[src/rtl/icaux_pkg.sv]
// package of the interrupt controller auxiliary register block
// assumes a 32-bit apb slave port and 32 interrupt sources
package icaux_pkg;

   // ----------------------------------------------------------------
   // register byte offsets
   // ----------------------------------------------------------------
   localparam logic [7:0] ICAUX_OFF_VECTOR = 8'h00;
   localparam logic [7:0] ICAUX_OFF_FASTVEC = 8'h04;
   localparam logic [7:0] ICAUX_OFF_CUR_ID = 8'h08;
   localparam logic [7:0] ICAUX_OFF_PENDING = 8'h0C;
   localparam logic [7:0] ICAUX_OFF_ENABLE = 8'h10;
   localparam logic [7:0] ICAUX_OFF_DISABLE = 8'h14;
   localparam logic [7:0] ICAUX_OFF_MASKRD = 8'h18;
   localparam logic [7:0] ICAUX_OFF_EOI = 8'h1C;
   localparam logic [7:0] ICAUX_OFF_SPURIOUS = 8'h20;
   localparam logic [7:0] ICAUX_OFF_DEBUG = 8'h24;
   localparam logic [7:0] ICAUX_OFF_FF_EN = 8'h28;
   localparam logic [7:0] ICAUX_OFF_FF_DIS = 8'h2C;
   localparam logic [7:0] ICAUX_OFF_FF_STATE = 8'h30;
   localparam logic [7:0] ICAUX_OFF_IRQ_STAT = 8'h34;
   localparam logic [7:0] ICAUX_OFF_IRQ_MASK = 8'h38;
   localparam logic [7:0] ICAUX_OFF_VEC_BASE = 8'h80;

   // ----------------------------------------------------------------
   // fields and reset values
   // ----------------------------------------------------------------
   localparam int ICAUX_PROTECTION_BIT = 0;
   localparam int ICAUX_LINE_MASK_BIT = 1;
   localparam int ICAUX_FAST_SRC = 0;
   localparam logic [31:0] ICAUX_SPUR_RESET = 32'h0000_0000;
   localparam logic [1:0] ICAUX_DEBUG_RESET = 2'h0;
   localparam logic [31:0] ICAUX_FF_RESET = 32'h0000_0000;
   // status bits: 0 end of interrupt seen, 1 spurious vector read
   localparam int ICAUX_EV_EOI = 0;
   localparam int ICAUX_EV_SPUR = 1;
   localparam int ICAUX_EVW = 2;

   typedef struct packed {
      logic sel;
      logic en;
      logic wr;
      logic [7:0] addr;
      logic [31:0] wdata;
   } icaux_req_s;

   typedef enum logic [0:0] {ICAUX_IDLE, ICAUX_BUSY} icaux_state_e;

endpackage : icaux_pkg

[src/rtl/icaux_arb.sv]
// priority picker: lowest numbered requesting source wins
// assumes requests already masked; combinational only
module icaux_arb
   import icaux_pkg::*;
#(
   parameter int N = 32
) (
   // requests
   input wire logic [N-1:0] req,
   // result
   output logic any,
   output logic [4:0] id
);

   // scan from the top so the lowest index is the last to win
   always_comb begin
      any = 1'b0;
      id = 5'h0;
      for (int i = N - 1; i >= 0; i--) begin
         if (req[i]) begin
            any = 1'b1;
            id = 5'(i);
         end
      end
   end

endmodule : icaux_arb

[src/rtl/icaux_top.sv]
// interrupt controller tail: end of interrupt, spurious vector,
// debug control and fast forcing, behind an apb slave
// assumes level source inputs synchronous to clk
// Operation
// - any write to eoi ends current treatment
// - spurious vector register rw, resets zero
// - spurious case reads return spurious vector
// - debug bit 0 enables protection mode
// - debug bit 1 holds both lines inactive
// - fast enable write one sets forcing
// - fast disable write one clears forcing
// - fast state shows forcing per source
// - bit 0 reserved in forcing registers
// - vector read gives current source vector
//
// Our own choices: the register offsets and the APB interface to the registers.
module icaux_top
   import icaux_pkg::*;
#(
   parameter int NSRC = 32
) (
   // clock and reset
   input wire logic clk,
   input wire logic rst_b,
   // apb slave
   input wire logic psel,
   input wire logic penable,
   input wire logic pwrite,
   input wire logic [7:0] paddr,
   input wire logic [31:0] pwdata,
   output logic [31:0] prdata,
   output logic pready,
   output logic pslverr,
   // interrupt sources, level high
   input wire logic [NSRC-1:0] src,
   // core request lines, active low
   output logic normal_request_line_b,
   output logic fast_request_line_b,
   // protection mode state and block interrupt
   output logic protection_mode_bit,
   output logic irq
);

   // ----------------------------------------------------------------
   // state
   // ----------------------------------------------------------------
   logic [31:0] spurious_handler_vector;
   logic [1:0] debug_control;
   logic [31:0] fast_forcing;
   logic [31:0] enabled;
   logic [31:0] vec_mem [0:NSRC-1];
   logic [4:0] cur_id;
   logic cur_valid;
   logic [ICAUX_EVW-1:0] ev_stat;
   logic [ICAUX_EVW-1:0] ev_mask;
   icaux_req_s rq;

   assign rq = '{sel: psel, en: penable, wr: pwrite, addr: paddr,
                 wdata: pwdata};

   // ----------------------------------------------------------------
   // bus decode
   // ----------------------------------------------------------------
   // no wait state: the access phase is always ready
   wire acc = rq.sel & rq.en;
   wire wr_acc = acc & rq.wr;
   wire rd_acc = acc & ~rq.wr;

   function automatic logic hit(input logic [7:0] a, input logic [7:0] o);
      hit = (a == o);
   endfunction : hit

   wire vec_hit = (rq.addr >= ICAUX_OFF_VEC_BASE) &&
                  (rq.addr[1:0] == 2'h0);
   wire [4:0] vec_idx = rq.addr[6:2];
   wire known = hit(rq.addr, ICAUX_OFF_VECTOR) |
                hit(rq.addr, ICAUX_OFF_FASTVEC) |
                hit(rq.addr, ICAUX_OFF_CUR_ID) |
                hit(rq.addr, ICAUX_OFF_PENDING) |
                hit(rq.addr, ICAUX_OFF_ENABLE) |
                hit(rq.addr, ICAUX_OFF_DISABLE) |
                hit(rq.addr, ICAUX_OFF_MASKRD) |
                hit(rq.addr, ICAUX_OFF_EOI) |
                hit(rq.addr, ICAUX_OFF_SPURIOUS) |
                hit(rq.addr, ICAUX_OFF_DEBUG) |
                hit(rq.addr, ICAUX_OFF_FF_EN) |
                hit(rq.addr, ICAUX_OFF_FF_DIS) |
                hit(rq.addr, ICAUX_OFF_FF_STATE) |
                hit(rq.addr, ICAUX_OFF_IRQ_STAT) |
                hit(rq.addr, ICAUX_OFF_IRQ_MASK) | vec_hit;

   wire wr_eoi = wr_acc & hit(rq.addr, ICAUX_OFF_EOI);
   wire wr_spur = wr_acc & hit(rq.addr, ICAUX_OFF_SPURIOUS);
   wire wr_debug = wr_acc & hit(rq.addr, ICAUX_OFF_DEBUG);
   wire wr_ffe = wr_acc & hit(rq.addr, ICAUX_OFF_FF_EN);
   wire wr_ffd = wr_acc & hit(rq.addr, ICAUX_OFF_FF_DIS);
   wire wr_ien = wr_acc & hit(rq.addr, ICAUX_OFF_ENABLE);
   wire wr_idis = wr_acc & hit(rq.addr, ICAUX_OFF_DISABLE);
   wire wr_ist = wr_acc & hit(rq.addr, ICAUX_OFF_IRQ_STAT);
   wire wr_imk = wr_acc & hit(rq.addr, ICAUX_OFF_IRQ_MASK);
   wire wr_vec = wr_acc & vec_hit;

   // ----------------------------------------------------------------
   // source routing
   // ----------------------------------------------------------------
   wire [31:0] active = 32'(src) & enabled;
   wire [31:0] fast_set = active & (fast_forcing |
                          (32'h1 << ICAUX_FAST_SRC));
   wire [31:0] norm_set = active & ~fast_set;
   wire fast_any = |fast_set;
   wire norm_any;
   wire [4:0] norm_id;

   icaux_arb #(.N(32)) u_arb (
      .req(norm_set),
      .any(norm_any),
      .id(norm_id)
   );

   wire rd_vector = rd_acc & hit(rq.addr, ICAUX_OFF_VECTOR);
   wire rd_fastvec = rd_acc & hit(rq.addr, ICAUX_OFF_FASTVEC);
   // a spurious read: nothing to serve when the vector is fetched
   wire spur_norm = rd_vector & ~norm_any & ~cur_valid;
   wire spur_fast = rd_fastvec & ~fast_any;
   // protection mode: reading the vector does not take the source
   wire take = rd_vector & norm_any & ~cur_valid &
               ~debug_control[ICAUX_PROTECTION_BIT];
   // under protection, software commits with a vector write
   wire protect_take = wr_acc & hit(rq.addr, ICAUX_OFF_VECTOR) &
                       norm_any & ~cur_valid &
                       debug_control[ICAUX_PROTECTION_BIT];

   wire [31:0] vec_rd = cur_valid ? vec_mem[cur_id] :
                        norm_any ? vec_mem[norm_id] :
                        spurious_handler_vector;
   wire [31:0] fvec_rd = fast_any ? vec_mem[ICAUX_FAST_SRC] :
                         spurious_handler_vector;

   // ----------------------------------------------------------------
   // read mux
   // ----------------------------------------------------------------
   logic [31:0] next_rdata;
   always_comb begin
      next_rdata = 32'h0;
      case (1'b1)
         hit(rq.addr, ICAUX_OFF_VECTOR): next_rdata = vec_rd;
         hit(rq.addr, ICAUX_OFF_FASTVEC): next_rdata = fvec_rd;
         hit(rq.addr, ICAUX_OFF_CUR_ID): next_rdata = {27'h0, cur_id};
         hit(rq.addr, ICAUX_OFF_PENDING): next_rdata = 32'(src);
         hit(rq.addr, ICAUX_OFF_MASKRD): next_rdata = enabled;
         hit(rq.addr, ICAUX_OFF_SPURIOUS):
            next_rdata = spurious_handler_vector;
         hit(rq.addr, ICAUX_OFF_DEBUG): next_rdata = {30'h0, debug_control};
         hit(rq.addr, ICAUX_OFF_FF_STATE): next_rdata = fast_forcing;
         hit(rq.addr, ICAUX_OFF_IRQ_STAT): next_rdata = {30'h0, ev_stat};
         hit(rq.addr, ICAUX_OFF_IRQ_MASK): next_rdata = {30'h0, ev_mask};
         vec_hit: next_rdata = vec_mem[vec_idx];
         default: next_rdata = 32'h0;
      endcase
   end

   // ----------------------------------------------------------------
   // apb answer registers
   // ----------------------------------------------------------------
   // pready rises at the edge that ends the setup cycle so the access phase ends at once
   always_ff @(posedge clk or negedge rst_b) begin
      if (!rst_b) begin
         pready <= 1'b0;
         pslverr <= 1'b0;
         prdata <= 32'h0;
      end else begin
         pready <= rq.sel & ~rq.en;
         pslverr <= rq.sel & ~rq.en & ~known;
         if (rq.sel & ~rq.en & ~rq.wr) begin
            prdata <= next_rdata;
         end
      end
   end

   // ----------------------------------------------------------------
   // configuration registers
   // ----------------------------------------------------------------
   // spurious and debug store
   always_ff @(posedge clk or negedge rst_b) begin
      if (!rst_b) begin
         spurious_handler_vector <= ICAUX_SPUR_RESET;
         debug_control <= ICAUX_DEBUG_RESET;
      end else begin
         if (wr_spur) begin
            spurious_handler_vector <= rq.wdata;
         end
         if (wr_debug) begin
            debug_control <= rq.wdata[1:0];
         end
      end
   end

   // set forcing, clear forcing, bit 0 stays zero
   always_ff @(posedge clk or negedge rst_b) begin
      if (!rst_b) begin
         fast_forcing <= ICAUX_FF_RESET;
      end else begin
         fast_forcing <= ((fast_forcing |
                         ({32{wr_ffe}} & rq.wdata)) &
                         ~({32{wr_ffd}} & rq.wdata)) &
                         ~(32'h1 << ICAUX_FAST_SRC);
      end
   end

   // source enable set and clear commands
   always_ff @(posedge clk or negedge rst_b) begin
      if (!rst_b) begin
         enabled <= 32'h0;
      end else begin
         enabled <= (enabled | ({32{wr_ien}} & rq.wdata)) &
                    ~({32{wr_idis}} & rq.wdata);
      end
   end

   // vector table has no reset, it is plain storage
   always_ff @(posedge clk) begin
      if (wr_vec) begin
         vec_mem[vec_idx] <= rq.wdata;
      end
   end

   // ----------------------------------------------------------------
   // current interrupt tracking
   // ----------------------------------------------------------------
   // eoi releases current; a new take in same cycle cannot occur
   always_ff @(posedge clk or negedge rst_b) begin
      if (!rst_b) begin
         cur_valid <= 1'b0;
         cur_id <= 5'h0;
      end else if (wr_eoi) begin
         cur_valid <= 1'b0;
      end else if (take | protect_take) begin
         cur_valid <= 1'b1;
         cur_id <= norm_id;
      end
   end

   // ----------------------------------------------------------------
   // request lines
   // ----------------------------------------------------------------
   // normal line asks while a source waits and none is being served
   // global mask holds lines high
   always_ff @(posedge clk or negedge rst_b) begin
      if (!rst_b) begin
         normal_request_line_b <= 1'b1;
         fast_request_line_b <= 1'b1;
         protection_mode_bit <= 1'b0;
      end else begin
         normal_request_line_b <= ~(norm_any & ~cur_valid &
                                  ~debug_control[ICAUX_LINE_MASK_BIT]);
         fast_request_line_b <= ~(fast_any &
                                ~debug_control[ICAUX_LINE_MASK_BIT]);
         protection_mode_bit <= debug_control[ICAUX_PROTECTION_BIT];
      end
   end

   // ----------------------------------------------------------------
   // block interrupt: sticky events, write one to clear
   // ----------------------------------------------------------------
   wire [ICAUX_EVW-1:0] ev_in = {spur_norm | spur_fast, wr_eoi};
   // set wins over a clear in the same cycle
   always_ff @(posedge clk or negedge rst_b) begin
      if (!rst_b) begin
         ev_stat <= '0;
         ev_mask <= '0;
         irq <= 1'b0;
      end else begin
         ev_stat <= (ev_stat & ~({ICAUX_EVW{wr_ist}} &
                    rq.wdata[ICAUX_EVW-1:0])) | ev_in;
         if (wr_imk) begin
            ev_mask <= rq.wdata[ICAUX_EVW-1:0];
         end
         irq <= |(ev_stat & ev_mask);
      end
   end

endmodule : icaux_top

[config.mk]
export PLATFORM = sky130hd
export DESIGN_NAME = icaux_top
export DESIGN_NICKNAME = d
export VERILOG_FILES = /design/src/rtl/icaux_pkg.sv /design/src/rtl/icaux_arb.sv /design/src/rtl/icaux_top.sv
export SDC_FILE = /design/constraint.sdc
export NUM_CORES = 2
export LEC_CHECK = 0
export BUFFER_PORTS_ARGS = -buffer_cell sky130_fd_sc_hd__buf_2
export CORE_MARGIN = 4
export CORE_UTILIZATION = 30
export CTS_CLUSTER_DIAMETER = 150
export CTS_CLUSTER_SIZE = 12
export DETAILED_ROUTE_END_ITERATION = 8
export PLACE_DENSITY = 0.45
export REMOVE_ABC_BUFFERS = 1
export SKIP_LAST_GASP = 1
export SLEW_MARGIN = 20
export SYNTH_ARGS = -nofsm -noshare
export SYNTH_HDL_FRONTEND = slang
export SYNTH_SLANG_ARGS = --single-unit
[constraint.sdc]
create_clock -name clk -period 3.2 [get_ports clk]
set_clock_uncertainty 0.05 [all_clocks]
set_input_delay 0.32 -clock clk [delete_from_list [all_inputs] [get_ports clk]]
set_output_delay 0.32 -clock clk [all_outputs]
set_load 0.05 [all_outputs]
==> flow_metrics.py <==
metrics = {
    "timing": {
        "worst_slew_pin_slew_ns": 0.863,
        "min_period_ns": 3.46,
        "setup_viol": 32,
        "slew-limit-headroom_pct": 42.4,
        "max_freq_mhz": 289,
        "period_share_pct": 108,
        "hold_viol": 0,
        "slew_violations": 0,
        "setup_ws_ns": -0.262,
        "rsz0062_at_grt": "true",
    },
    "cells_and_area": {
        "area.growth.synth_to_final_pct": 24.2,
        "post-route-cell-area_mm2": 0.0788,
        "layout_common_cells": "edfxtp_1, nand2_1, mux4_2",
        "final_nets": 5131,
        "fin_cells": 7962,
        "drive_above_1_share_pct": 34.9,
        "layout_commonest_cell": "edfxtp_1",
    },
    "synth": {
        "syn_area_per_cell_um2": 14.2,
        "synth-edff-count": 1024,
        "synthesis.instances": 4478,
        "ys_async_sr_fraction_pct": 12.4,
        "yosysWarnings": 0,
        "ys.flop_type": "edfxtp_1",
        "syn_area_mm2": 0.0634,
        "yosys_register_bits": 1169,
        "ys_types": 76,
        "synth-seq-area-share_pct": 54.2,
    },
    "pwr": {
        "internal-power_mw": 25.4,
        "power-per-cell-area_mw_per_mm2": 448,
        "ir_drop_v": 0.000462,
        "combPwrFrac_pct": 16.9,
        "power_frac_clock_pct": 35.6,
        "power.switching_mw": 9.95,
        "power_frac_seq_pct": 47.5,
        "p_total_mw": 35.3,
        "power.leakage_nw": 27.6,
        "swShare_pct": 28.2,
    },
    "cts": {
        "clk_path_buf_depth": 3,
        "clk_pin_slew_ns": 0.08,
        "clock-root-buffer": "clkbuf_16",
        "numCtsBuffers": 107,
        "cts_sinks": 1169,
        "clk_latency_ns": 0.80,
        "cts_tree": "built",
        "htree_levels": 3,
    },
    "global_route": {
        "grt_use_total_pct": 26.8,
        "antenna_found_initial": 21,
        "grt_pass1_vias": 47845,
        "grt_max_degree": 67,
        "grt_pass1_wl_um": 408000,
        "grt_overflow": 0,
    },
    "floorplan": {
        "ios": 115,
        "die-width_um": 468,
        "start_util_pct": 30.2,
        "core-area_mm2": 0.210,
        "die_y_um": 468,
        "die_area_mm2": 0.219,
        "fp-row-count": 168,
    },
    "detailed_routing": {
        "vias": 49860,
        "dr.pass1.iters": 9,
        "wl_per_cell_um": 38.2,
        "ant_nets": 0,
        "drt-total-wl_um": 304000,
        "drtIter0Drc": 7371,
        "vias_per_cell": 6.26,
        "drc": 0,
    },
    "critical_path": {
        "worstPathRequired_ns": 3.83,
        "crit_fanout": 32,
        "rrSetupSlack_ns": -0.26,
        "crit_arrival_ns": 4.10,
        "crit_path_start": "fast_forcing[15]$_DFF_PN0_",
        "cpMaxStageDelayCell": "dfrtp_1",
        "cp.depth": 13,
        "endpoint": "prdata[2]$_DFFE_PN0P_",
        "cp_common_cell": "a211o_1",
        "start_kind": "flip-flop",
        "max_stage_delay_ns": 0.38,
        "crit_family": "compound AO/OA/AOI/OAI gates",
        "path_buf_inv": 3,
        "crit_chain": "nand3b_1 -> buf_6 -> a211o_1 -> nor4bb_4 -> a211o_1 -> nor2_4 -> nand2_4 -> buf_16 -> buf_4 -> o221a_2 -> a32oi_1 -> o2111ai_1 -> a21oi_1",
        "critPathCaptureType": "flip-flop",
        "timing.rr.end": "prdata[2]$_DFFE_PN0P_",
        "path_class": "reg2reg",
        "r2r-start": "fast_forcing[15]$_DFF_PN0_",
        "r2r.worst_path.cells": 13,
    },
    "run_status": {
        "violations": "setup timing",
        "status": "finished, violations left",
    },
    "placed_design": {
        "dpl.hpwl_um": 191000,
        "place_area_mm2": 0.0733,
        "place_congestion": 0.908,
        "placed_cells": 7643,
        "dp_slack_ns": -0.436,
        "portBuffers": 114,
    },
    "job": {
        "cap_violations": 0,
    },
    "worst_hold_path": {
        "hold_class": "in2reg",
    },
}
worst min path at each step:
stage | startpoint | to | slack, ns | cells after the start
after floorplan | rst_b | cur_id[0]$_DFFE_PN0P_ | -0.03 | 0
after global placement | rst_b | prdata[21]$_DFFE_PN0P_ | 0.31 | 1
after detailed placement | rst_b | prdata[21]$_DFFE_PN0P_ | 0.31 | 1
after CTS | pwdata[11] | enabled[11]$_DFF_PN0_ | 0.004 | 2
after global routing | pwdata[20] | vec_mem[14][20]$_DFFE_PP_ | 0.06 | 1
final | pwdata[20] | vec_mem[14][20]$_DFFE_PP_ | 0.05 | 1
metrics by stage:
stage                     setup TNS, ns  hold WS, ns  util, %
after CTS                         -3.08      0.00351     37.0
after floorplan                -1756.73      -0.0256        -
after detailed placement         -10.54        0.307     34.9
final                             -5.93       0.0489     37.5
after global placement           -12.15        0.306     34.9
after global routing              -7.43       0.0646     37.5
sequential cells by signal (all words and copies together) (netlist names):
name and flops:
protection_mode_bit 1, cur_valid 1, ev_stat 2, debug_control 2, spurious_handler_vector 32, pslverr 1
irq 1, fast_request_line_b 1, ev_mask 2, enabled 32, normal_request_line_b 1, cur_id 5
prdata 32, vec_mem 1024, fast_forcing 31, pready 1
power by group through the flow:
stage / registers [mW] / logic (mW) / clock network, mW
after CTS: 16.8 / 5.53 / 12.7
after global placement: 17.1 / 5.08 / 0
after detailed placement: 17.1 / 5.09 / 0
after global routing: 16.8 / 6.14 / 13.4
final: 16.8 / 5.97 / 12.6
after floorplan: 17.2 / 2.87 / 0
logic make-up (layout without fill, tap and decap cells):
| group | Yosys count | count (layout) | synth area share (%) |
|---|---|---|---|
| flops | 1169 | 1169 | 54.2 |
| simple gates | 1091 | 1091 | 7.86 |
| mux | 940 | 940 | 26.3 |
| compound gates | 889 | 889 | 8.93 |
| buf+inv | 388 | 1059 | 2.67 |
| xor+xnor | 1 | 1 | 0.0138 |
| other cells | 0 | 8 | 0 |
cells in the mapped netlist, types with 11 or more instances:
cell type  count  area (um2)
o22ai_1       77         482
o21ai_0       74         370
nand3b_1      26         195
a221o_1       19         190
mux2_2        73         822
nor2_1        95         357
a221oi_1      21         184
mux4_2       576       13000
nor4_1        73         457
mux2i_1      291        2910
o32ai_1       13         114
a21oi_1      383        1920
edfxtp_1    1024       30700
a222oi_1      27         270
buf_4         17         128
clkbuf_1     184         691
nand3_1      118         591
a21o_1        11        82.6
and3b_1       13         114
nand4_1       46         288
a22oi_1      136        1020
or4_1         15         113
nand2_1      617        2320
buf_2        123         616
a31oi_1       36         225
o221ai_1      31         272
buf_1         56         210
nor3_1        30         150
dfrtp_1      143        3580
and3_1        18         113
metal layers:
metal	vias to the layer above	share of wire (%)	track usage, %
met5	-	0.010	0
met4	4	4.8	11.1
met3	589	9.7	5.07
met2	3335	46	41.9
met1	26368	40	36.7
li1	19564	-	-
what timing repair did:
action	CTS	global route
hold buffers	20	0
endpoints found under the setup margin	32	32
hold endpoints to repair	419	0
gates resized for setup	105	105
pin swaps	20	44
setup buffers	41	30
gates cloned	6	14
worst reg2reg max path: stages (launching register included):
cell and delay [ns]:
dfrtp_1 0.38, nand3b_1 0.31, buf_6 0.22, a211o_1 0.27
nor4bb_4 0.15, a211o_1 0.32, nor2_4 0.20, nand2_4 0.14
buf_16 0.25, buf_4 0.29, o221a_2 0.27, a32oi_1 0.16
o2111ai_1 0.17, a21oi_1 0.18
cell type report:
type / instances / area, um2
Fill cell: 19802 / 131000
Sequential cell: 1169 / 34400
Multi-Input combinational cell: 2921 / 28500
Timing Repair Buffer: 849 / 9200
Tap cell: 2805 / 3510
Clock buffer: 196 / 3020
Clock inverter: 8 / 123
Inverter: 6 / 25.0
Antenna cell: 8 / 20.0
(Power assumes the default switching activity.)
